$ cat config.mk
export PLATFORM = sky130hd
export DESIGN_NAME = interrupt_enable_priority
export DESIGN_NICKNAME = d
export VERILOG_FILES = /design/src/irq_enable_pkg.sv /design/src/priority_pick.sv /design/src/interrupt_enable_priority.sv
export VERILOG_INCLUDE_DIRS = /design/src
export SDC_FILE = /design/constraint.sdc
export NUM_CORES = 1
export LEC_CHECK = 0
export BUFFER_PORTS_ARGS = -buffer_cell sky130_fd_sc_hd__buf_2
export CORE_ASPECT_RATIO = 1.25
export CORE_MARGIN = 4
export CORE_UTILIZATION = 58
export CTS_CLUSTER_DIAMETER = 80
export DETAILED_ROUTE_END_ITERATION = 7
export PLACE_DENSITY = 0.85
export SYNTH_ARGS = -nofsm -noshare
export SYNTH_HDL_FRONTEND = slang
export SYNTH_SLANG_ARGS = --single-unit
$ cat constraint.sdc
create_clock -name sys_clk -period 35.2 [get_ports sys_clk]
set_clock_uncertainty 0.15 [all_clocks]
set_input_delay 3.52 -clock sys_clk [delete_from_list [all_inputs] [get_ports sys_clk]]
set_output_delay 3.52 -clock sys_clk [all_outputs]
set_load 0.02 [all_outputs]
$ cat src/irq_enable_defs.svh
`ifndef IRQ_ENABLE_DEFS_SVH
`define IRQ_ENABLE_DEFS_SVH

// ****************************************
// Register indices (byte address = index * 4)
// ****************************************
`define IDX_REQUEST_GROUP_ZERO     12'hfc0
`define IDX_GROUP0_ENABLE_HIGH     12'hfc1
`define IDX_GROUP0_ENABLE_LOW      12'hfc2
`define IDX_REQUEST_GROUP_ONE      12'hfc3
`define IDX_GROUP1_ENABLE_HIGH     12'hfc4
`define IDX_GROUP1_ENABLE_LOW      12'hfc5
`define IDX_INTERRUPT_MASTER_CTL   12'hfcf

// ****************************************
// Bus geometry
// ****************************************
`define AXI_ADDR_W                 14
`define AXI_DATA_W                 32
`define RESP_OKAY                  2'h0
`define RESP_DECERR                2'h3

// ****************************************
// Fields and reset values
// ****************************************
`define MASTER_ENABLE_BIT          7
`define GROUP1_RESERVED_BIT        6
`define GROUP1_WRITE_MASK          8'hbf
`define CTL_WRITE_MASK             8'h80
`define RESET_BYTE                 8'h00
`define SOURCE_COUNT               16

`endif

$ cat src/irq_enable_pkg.sv
package irq_enable_pkg;

    // ****************************************
    // Priority level of one source
    // ****************************************
    typedef enum logic [1:0] {
        LVL_OFF     = 2'h0,
        LVL_LOW     = 2'h1,
        LVL_NOMINAL = 2'h2,
        LVL_HIGH    = 2'h3
    } level_t;

    // ****************************************
    // Register selected by a bus address
    // ****************************************
    typedef enum logic [7:0] {
        SEL_REQ0  = 8'h01,
        SEL_EN_H0 = 8'h02,
        SEL_EN_L0 = 8'h04,
        SEL_REQ1  = 8'h08,
        SEL_EN_H1 = 8'h10,
        SEL_EN_L1 = 8'h20,
        SEL_CTL   = 8'h40,
        SEL_NONE  = 8'h80
    } reg_sel_t;

    // ****************************************
    // Whole state of the top module
    // ****************************************
    typedef struct packed {
        logic [7:0]  en_high0;
        logic [7:0]  en_low0;
        logic [7:0]  en_high1;
        logic [7:0]  en_low1;
        logic [7:0]  req0;
        logic [7:0]  req1;
        logic        master;
        logic        aw_got;
        logic [13:0] aw_addr;
        logic        w_got;
        logic [7:0]  w_byte;
        logic        w_lane0;
        logic        awready;
        logic        wready;
        logic        bvalid;
        logic [1:0]  bresp;
        logic        arready;
        logic        rvalid;
        logic [31:0] rdata;
        logic [1:0]  rresp;
        logic        irq;
        logic [3:0]  irq_src;
        level_t      irq_lvl;
    } top_state_t;

    // ****************************************
    // State of the priority picker
    // ****************************************
    typedef struct packed {
        logic        valid;
        logic [3:0]  id;
        level_t      level;
    } pick_state_t;

endpackage

$ cat src/priority_pick.sv
`timescale 1ns/1ps
`default_nettype none
`include "irq_enable_defs.svh"

module priority_pick
    import irq_enable_pkg::*;
(
    input  wire logic       sys_clk,
    input  wire logic       rstn,
    input  wire logic [7:0] request_group_zero,
    input  wire logic [7:0] request_group_one,
    input  wire logic [7:0] group0_enable_high,
    input  wire logic [7:0] group0_enable_low,
    input  wire logic [7:0] group1_enable_high,
    input  wire logic [7:0] group1_enable_low,
    output logic            pick_valid,
    output logic [3:0]      pick_id,
    output level_t          pick_level
);

    pick_state_t s;
    pick_state_t next;
    level_t      lvl [`SOURCE_COUNT];

    // ****************************************
    // Level of each pending source
    // ****************************************
    genvar g;
    generate
        for (g = 0; g < 8; g++) begin : gen_src
            // Two enable bits decode straight into the level
            assign lvl[g]     = request_group_zero[g] ?
                                level_t'({group0_enable_high[g], group0_enable_low[g]}) : LVL_OFF;
            assign lvl[g + 8] = request_group_one[g] ?
                                level_t'({group1_enable_high[g], group1_enable_low[g]}) : LVL_OFF;
        end
    endgenerate

    // ****************************************
    // Highest level wins, higher id on a tie
    // ****************************************
    always_comb begin
        next = '0;
        for (int i = 0; i < `SOURCE_COUNT; i++) begin
            if (lvl[i] != LVL_OFF && lvl[i] >= next.level) begin
                next.valid = 1'b1;
                next.id    = 4'(i);
                next.level = lvl[i];
            end
        end
        if (!rstn) begin
            next = '0;
        end
    end

    always_ff @(posedge sys_clk) begin
        s <= next;
    end

    assign pick_valid = s.valid;
    assign pick_id    = s.id;
    assign pick_level = s.level;

endmodule
`default_nettype wire

$ cat src/interrupt_enable_priority.sv
`timescale 1ns/1ps
`default_nettype none
`include "irq_enable_defs.svh"

module interrupt_enable_priority
    import irq_enable_pkg::*;
(
    input  wire logic        sys_clk,
    input  wire logic        rstn,
    // AXI4-Lite slave
    input  wire logic [13:0] s_axi_awaddr,
    input  wire logic        s_axi_awvalid,
    output logic             s_axi_awready,
    input  wire logic [31:0] s_axi_wdata,
    input  wire logic [3:0]  s_axi_wstrb,
    input  wire logic        s_axi_wvalid,
    output logic             s_axi_wready,
    output logic [1:0]       s_axi_bresp,
    output logic             s_axi_bvalid,
    input  wire logic        s_axi_bready,
    input  wire logic [13:0] s_axi_araddr,
    input  wire logic        s_axi_arvalid,
    output logic             s_axi_arready,
    output logic [31:0]      s_axi_rdata,
    output logic [1:0]       s_axi_rresp,
    output logic             s_axi_rvalid,
    input  wire logic        s_axi_rready,
    // Peripheral requests
    input  wire logic [7:0]  source_request_zero,
    input  wire logic [7:0]  source_request_one,
    // Core side
    input  wire logic        enable_interrupts_instr,
    input  wire logic        disable_interrupts_instr,
    input  wire logic        interrupt_return_instr,
    input  wire logic        interrupt_ack,
    input  wire logic        exception_ack,
    output logic             irq_to_core,
    output logic [3:0]       irq_source,
    output logic [1:0]       irq_priority,
    output logic             master_interrupt_enable
);

    top_state_t s;
    top_state_t next;
    logic       pick_valid;
    logic [3:0] pick_id;
    level_t     pick_level;
    logic       aw_fire;
    logic       w_fire;
    logic       ar_fire;
    logic       do_write;
    reg_sel_t   wsel;
    reg_sel_t   rsel;
    logic [7:0] wbyte;
    logic [7:0] ack_clear0;
    logic [7:0] ack_clear1;
    logic [15:0] pick_onehot;
    logic       pick_live;

    // ****************************************
    // Address decode
    // ****************************************
    function automatic reg_sel_t reg_decode(input logic [13:0] addr);
        reg_sel_t r;
        r = SEL_NONE;
        if (addr[1:0] == 2'h0) begin
            unique case (addr[13:2])
                `IDX_REQUEST_GROUP_ZERO:   r = SEL_REQ0;
                `IDX_GROUP0_ENABLE_HIGH:   r = SEL_EN_H0;
                `IDX_GROUP0_ENABLE_LOW:    r = SEL_EN_L0;
                `IDX_REQUEST_GROUP_ONE:    r = SEL_REQ1;
                `IDX_GROUP1_ENABLE_HIGH:   r = SEL_EN_H1;
                `IDX_GROUP1_ENABLE_LOW:    r = SEL_EN_L1;
                `IDX_INTERRUPT_MASTER_CTL: r = SEL_CTL;
                default:                   r = SEL_NONE;
            endcase
        end
        return r;
    endfunction

    // ****************************************
    // Bits of a register that hold state
    // ****************************************
    function automatic logic [7:0] writable(input reg_sel_t sel);
        logic [7:0] m;
        // Reserved bits never take a one
        m = 8'h00;
        unique case (sel)
            SEL_REQ0:  m = 8'hff;
            SEL_EN_H0: m = 8'hff;
            SEL_EN_L0: m = 8'hff;
            SEL_REQ1:  m = `GROUP1_WRITE_MASK;
            SEL_EN_H1: m = `GROUP1_WRITE_MASK;
            SEL_EN_L1: m = `GROUP1_WRITE_MASK;
            SEL_CTL:   m = `CTL_WRITE_MASK;
            SEL_NONE:  m = 8'h00;
        endcase
        return m;
    endfunction

    // ****************************************
    // One-hot mask of a source id
    // ****************************************
    function automatic logic [15:0] source_onehot(input logic [3:0] id);
        logic [15:0] m;
        // Group 1 in the upper byte
        m     = 16'h0000;
        m[id] = 1'b1;
        return m;
    endfunction

    // ****************************************
    // Read value of a register
    // ****************************************
    function automatic logic [7:0] reg_value(input reg_sel_t sel, input top_state_t st);
        logic [7:0] v;
        v = 8'h00;
        unique case (sel)
            SEL_REQ0:  v = st.req0;
            SEL_EN_H0: v = st.en_high0;
            SEL_EN_L0: v = st.en_low0;
            SEL_REQ1:  v = st.req1 & `GROUP1_WRITE_MASK;
            SEL_EN_H1: v = st.en_high1 & `GROUP1_WRITE_MASK;
            SEL_EN_L1: v = st.en_low1 & `GROUP1_WRITE_MASK;
            SEL_CTL:   v = {st.master, 7'h00};
            SEL_NONE:  v = 8'h00;
        endcase
        v = v & writable(sel);
        return v;
    endfunction

    // ****************************************
    // Priority picker
    // ****************************************
    priority_pick u_pick (
        .sys_clk            (sys_clk),
        .rstn               (rstn),
        .request_group_zero (s.req0),
        .request_group_one  (s.req1),
        .group0_enable_high (s.en_high0),
        .group0_enable_low  (s.en_low0),
        .group1_enable_high (s.en_high1),
        .group1_enable_low  (s.en_low1),
        .pick_valid         (pick_valid),
        .pick_id            (pick_id),
        .pick_level         (pick_level)
    );

    // ****************************************
    // Next state
    // ****************************************
    always_comb begin
        next       = s;
        aw_fire    = s_axi_awvalid & s.awready;
        w_fire     = s_axi_wvalid & s.wready;
        ar_fire    = s_axi_arvalid & s.arready;
        wsel       = SEL_NONE;
        rsel       = reg_decode(s_axi_araddr);
        wbyte      = 8'h00;
        ack_clear0 = 8'h00;
        ack_clear1 = 8'h00;
        pick_onehot = source_onehot(pick_id);

        // ****************************************
        // Write address and data, either order
        // ****************************************
        if (aw_fire) begin
            next.aw_got  = 1'b1;
            next.aw_addr = s_axi_awaddr;
        end
        if (w_fire) begin
            next.w_got   = 1'b1;
            next.w_byte  = s_axi_wdata[7:0];
            next.w_lane0 = s_axi_wstrb[0];
        end
        if (s.bvalid && s_axi_bready) begin
            next.bvalid = 1'b0;
        end
        do_write = next.aw_got & next.w_got & ~s.bvalid;
        if (do_write) begin
            wsel         = reg_decode(next.aw_addr);
            wbyte        = next.w_byte & writable(wsel);
            next.aw_got  = 1'b0;
            next.w_got   = 1'b0;
            next.bvalid  = 1'b1;
            next.bresp   = (wsel == SEL_NONE) ? `RESP_DECERR : `RESP_OKAY;
            if (!next.w_lane0) begin
                wsel = SEL_NONE;
            end
        end
        next.awready = ~next.aw_got & ~next.bvalid;
        next.wready  = ~next.w_got & ~next.bvalid;

        // ****************************************
        // Read channel
        // ****************************************
        if (s.rvalid && s_axi_rready) begin
            next.rvalid = 1'b0;
        end
        if (ar_fire) begin
            next.rvalid = 1'b1;
            next.rdata  = {24'h000000, reg_value(rsel, s)};
            next.rresp  = (rsel == SEL_NONE) ? `RESP_DECERR : `RESP_OKAY;
        end
        next.arready = ~next.rvalid;

        // ****************************************
        // Enable registers
        // ****************************************
        unique case (wsel)
            SEL_EN_H0: next.en_high0 = wbyte;
            SEL_EN_L0: next.en_low0  = wbyte;
            SEL_EN_H1: next.en_high1 = wbyte & `GROUP1_WRITE_MASK;
            SEL_EN_L1: next.en_low1  = wbyte & `GROUP1_WRITE_MASK;
            SEL_CTL:   next.master   = wbyte[`MASTER_ENABLE_BIT];
            default:   next.master   = s.master;
        endcase

        // ****************************************
        // Instruction and acknowledge effects on the master enable
        // ****************************************
        if (enable_interrupts_instr || interrupt_return_instr) begin
            next.master = 1'b1;
        end
        if (disable_interrupts_instr || interrupt_ack || exception_ack) begin
            next.master = 1'b0;
        end

        // ****************************************
        // Acknowledged source leaves the pending set
        // ****************************************
        if (interrupt_ack && s.irq) begin
            {ack_clear1, ack_clear0} = source_onehot(s.irq_src);
        end

        // ****************************************
        // Requests: write one clears, a new request wins over any clear
        // ****************************************
        if (wsel == SEL_REQ0) begin
            next.req0 = next.req0 & ~wbyte;
        end
        if (wsel == SEL_REQ1) begin
            next.req1 = next.req1 & ~wbyte;
        end
        next.req0 = (next.req0 & ~ack_clear0) | source_request_zero;
        next.req1 = ((next.req1 & ~ack_clear1) | source_request_one)
                    & `GROUP1_WRITE_MASK;

        // Pick still pending after this edge's clears
        pick_live = |({next.req1, next.req0} & pick_onehot);

        // ****************************************
        // Forward to the core only while the master enable is set
        // Stale pick of a just cleared request is held back
        // ****************************************
        next.irq     = next.master & pick_valid & pick_live;
        next.irq_src = pick_id;
        next.irq_lvl = pick_level;

        if (!rstn) begin
            next          = '0;
            next.en_high0 = `RESET_BYTE;
            next.en_low0  = `RESET_BYTE;
            next.en_high1 = `RESET_BYTE;
            next.en_low1  = `RESET_BYTE;
            next.req0     = `RESET_BYTE;
            next.req1     = `RESET_BYTE;
            next.irq_lvl  = LVL_OFF;
        end
    end

    always_ff @(posedge sys_clk) begin
        s <= next;
    end

    // ****************************************
    // Outputs
    // ****************************************
    assign s_axi_awready           = s.awready;
    assign s_axi_wready            = s.wready;
    assign s_axi_bresp             = s.bresp;
    assign s_axi_bvalid            = s.bvalid;
    assign s_axi_arready           = s.arready;
    assign s_axi_rdata             = s.rdata;
    assign s_axi_rresp             = s.rresp;
    assign s_axi_rvalid            = s.rvalid;
    assign irq_to_core             = s.irq;
    assign irq_source              = s.irq_src;
    assign irq_priority            = s.irq_lvl;
    assign master_interrupt_enable = s.master;

endmodule
`default_nettype wire

* After elaboration in Yosys (flattened, before gate mapping) *
Cells that the tools add are included.

storage, ports and cells
  logic and storage cells = 219
  bits of input ports = 92
  bits in registers = 103

cells by class
  multiplexer cells = 65
  reduce and logical (&&, ||, !) cells = 45
  magnitude comparators = 19
  bitwise operators = 26
  equal/unequal tests = 37

operator list
  operator                number
  $eq A12 B12 Y1 const B  14
  $pmux W8 S7             2
  $mux W7                 15
  $mux W8                 13
  $pmux W8 S4             2
  $pmux W8 S8             1
  $and A8 B8 Y8           6
  $mux W35                1
  $mux W2                 17
  $reduce_bool A2 Y1      15
  $ge A2 B2 Y1            14
  $eq A8 B1 Y1 const B    3
  $eq A8 B2 Y1 const B    3
  $eq A8 B3 Y1 const B    3
  $eq A8 B4 Y1 const B    3
  $eq A8 B5 Y1 const B    3
  $eq A8 B6 Y1 const B    3
  $eq A8 B7 Y1 const B    3
  $not A8 Y8              3
  $logic_and A1 B1 Y1     20
  $and A16 B16 Y16        1
  $eq A8 B8 Y1 const B    2
  $or A8 B8 Y8            2
  $reduce_or A16 Y1       1
  other kinds (13)        42

* Longest topological paths before layout *
  word-level depth = 46
  depth in mapped cells = 88

* By module *
Synthesis repeated with hierarchy kept, for this count alone.

unflattened totals
  cell total of the unflattened synthesis = 825
  area total of the unflattened synthesis = 6,790.3 um^2

modules (own cells, without submodules)
  module                     instances  area each (um^2)  cells an instance
  interrupt_enable_priority  1          5,002.3           562
  priority_pick              1          1,788.0           263

* Worst setup path before layout *
No wires, ideal clock.

  kind = flip-flop to flip-flop
  start point = register s[82] (netlist bit)
  end point = register u_pick.s (netlist bit u_pick.pick_level[0])
  data arrival time = 12,776 ps
  clock period less this slack = 12,997 ps
  setup slack = 22,203 ps
  setup time = 70 ps
  stages on the path, launching flop included = 86
  path buffers = 0
  cells stage by stage = dfxtp_1 -> nand2_1 -> ha_1 -> nand2b_1 -> a32oi_1 -> a31oi_1 -> ha_1 -> nand2b_1 -> a21oi_1 -> nand2b_1 -> nand2_1 -> o21ai_0 -> ha_1 -> nor2b_1 -> o21bai_1 -> nor2b_1 -> a311o_1 -> ha_1 -> [50 not listed] -> o21bai_1 -> and2_1 -> a2111oi_0 -> nor2_1 -> inv_1 -> ha_1 -> inv_1 -> a21oi_1 -> nor2_1 -> nor2_1 -> o22ai_1 -> ha_1 -> inv_1 -> a21oi_1 -> nor2_1 -> nor2_1 -> o32a_1 -> a21oi_1

on the way
  longest elaborated chain between the ends = 46
  elaborated cells on any way between the ends = 47
  classes of those cells = order compare: 15; mux: 16; reduce/logical: 16

ends and longest elaborated chain
  item                                                RTL line                          RTL
  start, declared                                     interrupt_enable_priority.sv:43   top_state_t s;
  start signal, assigned                              interrupt_enable_priority.sv:273  s <= next;
  $mux W2 *                                           priority_pick.sv:32               assign lvl[g] = request_group_zero[g] ?
  $ge A2 B1 Y1 or $reduce_bool A2 Y1 (tied branches)  priority_pick.sv:45               if (lvl[i] != LVL_OFF && lvl[i] >= next.level) begin
  $logic_and A1 B1 Y1                                 priority_pick.sv:45
  $mux W7 *                                           priority_pick.sv:45
  $ge A2 B2 Y1                                        priority_pick.sv:45
  $logic_and A1 B1 Y1                                 priority_pick.sv:45
  $mux W7 *                                           priority_pick.sv:45
  $ge A2 B2 Y1                                        priority_pick.sv:45
  [30 not listed]                                     -
  $logic_and A1 B1 Y1                                 priority_pick.sv:45
  $mux W7 *                                           priority_pick.sv:45
  $ge A2 B2 Y1                                        priority_pick.sv:45
  $logic_and A1 B1 Y1                                 priority_pick.sv:45
  $mux W7 *                                           priority_pick.sv:45
  $ge A2 B2 Y1                                        priority_pick.sv:45
  $logic_and A1 B1 Y1                                 priority_pick.sv:45
  $mux W7 *                                           priority_pick.sv:45
  end signal, assigned                                priority_pick.sv:57               s <= next;
  end, declared                                       priority_pick.sv:21               pick_state_t s;

Every way passes the cells marked *; elsewhere a longest branch is shown, timed or not.
A chain may end at the register's enable or synchronous reset.

* Worst setup path in the final report *
  start point = register s[82] (netlist bit)
  end point = register u_pick.s (netlist bit u_pick.pick_valid)

The elaborated chain is that of the path after synthesis.

==> results by group <==
Worst setup path
  • Reg2Reg Launch Point: s[82]$_SDFF_PN0_
  • Worst Setup End Kind: flip-flop
  • CP max-delay cell: a2111oi_0
  • Worst-path fanout max: 6
  • R2r setup slk: between 15 and 20 ns
  • WP data required: around 35 ns
  • Reg2reg end: u_pick.pick_valid$_SDFF_PN0_
  • Startpoint types: flip-flop
  • Max incr delay on CP: 0.70 ns
  • Worst Path Arrival: 15.50 ns
  • Most common cell type on the critical path: ha_1
  • Crit Path Class: reg2reg
  • Worst R2R Path Depth: 85

Timing
  • Final Hold Vio Count: 0
  • Setup TNS: 0 ns
  • Crit path time final: around 15 ns
  • Fmax: ~0.065 GHz
  • Slew Limit Headroom: 0.144
  • Worst-Margin Slew: around 1.3 ns
  • Slew Viols, Final: 0
  • RSZ-0062 raised after global routing: no
  • Tcrit/Tclk final: 0.439
  • Final setup fails: 0

Route
  • DR WL/cell: 17.2 um
  • Via density: between 6 and 7
  • Via count: ~6000
  • Post-DRT Antenna Nets: 0
  • Post-route DRC violation count: 0
  • Drt total wl: roughly 17000 um
  • DRT iter0 DRCs: 506
  • First-pass DRT Iterations: 6

GRT
  • Vias in the first global route: between 5000 and 6000
  • Total GRT Usage: 0.266
  • Pin count of the biggest net entering global routing: just under 90
  • First-pass GRT wire length: between 20000 and 30000 um
  • Initial antenna violation count: 0
  • GRT Residual Overflow: 0

Worst hold path
  • Hold path cells: 2
  • Worst hold start: u_pick.pick_valid$_SDFF_PN0_
  • Hold Path Class: reg2reg
  • Hold EP: irq_to_core$_SDFF_PN0_

Synth
  • Synth Instances: about 780
  • Synth cell types: 77
  • Post-synthesis adder-cell area fraction: 0.0815
  • XOR/XNOR share of the synthesized area: 0
  • Synthesized area: between 6000 and 7000 um2
  • Post-synthesis mux area share: 0.0562
  • Yosys warns: 0
  • Post-Synth Simple-Gate Area: 0.244
  • Largest family of logic cells by synthesized area: simple AND/OR/NAND/NOR gates
  • Syn avg cell area: between 8 and 9 um2
  • Complex-gate fraction of the synthesized area: 0.212
  • Number of synthesized flops with an enable pin: 0
  • Fraction of registers with async set/reset: 0
  • Yosys reg bits: 100
  • Ys flop type: dfxtp_1
  • Seq/Total Area, Yosys: 0.318

Run status
  • Status: completed

Floorplan
  • Die area: between 10000 and 15000 um2
  • Row count: 42
  • Die Y: 124 um
  • Core area: roughly 11000 um2
  • Initial Util: 0.593
  • DIE WIDTH: between 100 and 150 um
  • Io pins: roughly 140

Clock tree
  • Later-pin clock latency in the skew report: around 0.35 ns
  • CTS Buf Count: 9
  • Cts hold-fix bufs: 0
  • Htree depth: 3
  • Post-CTS Resized: 0
  • Register clock-pin slew on the reported worst setup and hold paths: 0.07 ns
  • Clock buffer depth: 2
  • CTS tree: built
  • Post-CTS Setup Bufs: 0
  • CTS Root Cell: clkbuf_16
  • CTS Sinks: 100

Cells and area
  • Fillers: ~920
  • Layout cells sized above 1: 0.159
  • Ant. Diodes: 0
  • Final nets: just under 1000
  • Area delta synth->final: 8.98%
  • FF/Latch Area: 2000 um2
  • Area of the multi-input gates: approximately 3800 um2

Power and ir drop
  • Power, Total: 238 uW
  • Pleak: between 0.002 and 0.003 uW
  • PwrDens: about 35 nW/um2
  • Peak VDD IR: 34.4 uV

Placement
  • Gpl congestion: between 0.9 and 1
  • DP HPWL: approximately 13000 um
  • # port buffers: 88

Flow run
  • Max-cap violations: 0
-- area by class of cell --
cell class | count | area share
flip-flops and latches | 100 | 0.292
clock inverters | 7 | 0.00821
well taps | 132 | 0.0241
repair buffers | 91 | 0.0675
inverters | 32 | 0.0175
clock buffers | 9 | 0.0328
multi-input cells | 608 | 0.558
-- cell usage in the layout (no fill, tap or decap), types with 4 or more instances in the layout --
| cell type | instances |
|---|---|
| o21ai_0 | 28 |
| a2111oi_0 | 4 |
| nand3_1 | 9 |
| buf_2 | 88 |
| a31o_2 | 6 |
| a222oi_1 | 7 |
| o31ai_1 | 4 |
| and3_1 | 7 |
| inv_1 | 31 |
| a41oi_1 | 6 |
| nor2b_1 | 8 |
| dfxtp_1 | 100 |
| and2_1 | 13 |
| inv_6 | 4 |
| nand4_1 | 12 |
| nor4_1 | 11 |
| ha_1 | 41 |
| conb_1 | 24 |
| o21bai_1 | 7 |
| nor3b_1 | 4 |
| a21oi_1 | 55 |
| a31oi_1 | 12 |
| nor3_1 | 11 |
| nand2_1 | 105 |
| nor2_1 | 98 |
| a22oi_1 | 9 |
| a211oi_1 | 4 |
| nand2b_1 | 15 |
| mux2i_1 | 32 |
| clkbuf_16 | 9 |
-- routing by layer --
| layer | vias up | global-route usage | share of wire |
|---|---|---|---|
| li1 | 2870 | - | - |
| met5 | - | 0 | 0 |
| met3 | 63 | 0.0415 | 0.087 |
| met4 | 0 | 0.145 | 0.053 |
| met1 | 2774 | 0.331 | 0.38 |
| met2 | 346 | 0.431 | 0.48 |
-- per-stage QoR --
| stage | hold slack (ns) | setup WS (ns) | instance area [um2] | cells | utilization |
|---|---|---|---|---|---|
| global route | 0.298 | 18.17 | 6860 | 979 | 0.646 |
| CTS | 0.279 | 19.85 | 6860 | 979 | 0.646 |
| global placement | 0.268 | 20.32 | 6580 | 963 | 0.620 |
| floorplan | 0.248 | 22.20 | 6380 | 804 | - |
| finish | 0.276 | 19.73 | 6860 | 979 | 0.646 |
| detailed placement | 0.269 | 19.93 | 6580 | 963 | 0.620 |
-- sequential cells by signal, summed over array words and instances, names as in the netlist --
name                     cells
s                           70
s_axi_rdata                  8
irq_source                   4
u_pick.pick_id               4
irq_priority                 2
u_pick.pick_level            2
irq_to_core                  1
master_interrupt_enable      1
s_axi_arready                1
s_axi_awready                1
s_axi_bresp                  1
s_axi_bvalid                 1
s_axi_rresp                  1
s_axi_rvalid                 1
s_axi_wready                 1
u_pick.pick_valid            1
-- worst max path at each step --
stage	start	to	slack, ns	cells past startpoint
final	s[82]$_SDFF_PN0_	u_pick.pick_valid$_SDFF_PN0_	19.73	85
after global placement	s[82]$_SDFF_PN0_	u_pick.pick_valid$_SDFF_PN0_	20.32	85
after CTS	s[82]$_SDFF_PN0_	u_pick.pick_valid$_SDFF_PN0_	19.85	85
after detailed placement	s[82]$_SDFF_PN0_	u_pick.pick_valid$_SDFF_PN0_	19.93	85
after global routing	s[82]$_SDFF_PN0_	u_pick.pick_valid$_SDFF_PN0_	18.17	84
after floorplan	s[82]$_SDFF_PN0_	u_pick.pick_level[0]$_SDFF_PN0_	22.20	85
-- where the power goes --
part / internal [uW] / total, uW / switching [uW]
registers: 117 / 120 / 3.25
logic: 7.80 / 23.3 / 15.5
clock network: 49.0 / 94.8 / 45.9
total: 173 / 238 / 64.6
-- worst max-delay path: cells and delay by family, from the launching register on --
| kind | cells | cell delay (ns) |
|---|---|---|
| AO/OA/AOI/OAI | 31 | 6.27 |
| AND/OR/NAND/NOR | 32 | 4.41 |
| flip-flops | 1 | 0.46 |
| buffers and inverters | 8 | 0.52 |
| adder cells (fa/ha/maj) | 14 | 3.54 |
-- logic make-up after synthesis --
family / after synthesis
muxes: 35
and+or+nand+nor: 321
DFF: 100
other: 1
AOI/OAI and AO/OA: 187
adders and majority gates: 41
buffers and inverters: 96
-- Yosys cell counts, drive strengths merged, types with 12 or more instances --
cell type	count	share of area
nand2	106	0.064
dfxtp	100	0.32
nor2	99	0.059
a21oi	55	0.044
buf	49	0.059
ha	41	0.081
inv	32	0.019
mux2i	32	0.051
o21ai	30	0.024
clkbuf	15	0.0091
nand2b	15	0.015
and2	14	0.014
nor3	13	0.013
a31oi	12	0.012
nand4	12	0.012
Note: power is estimated with default switching activity, not from simulation.
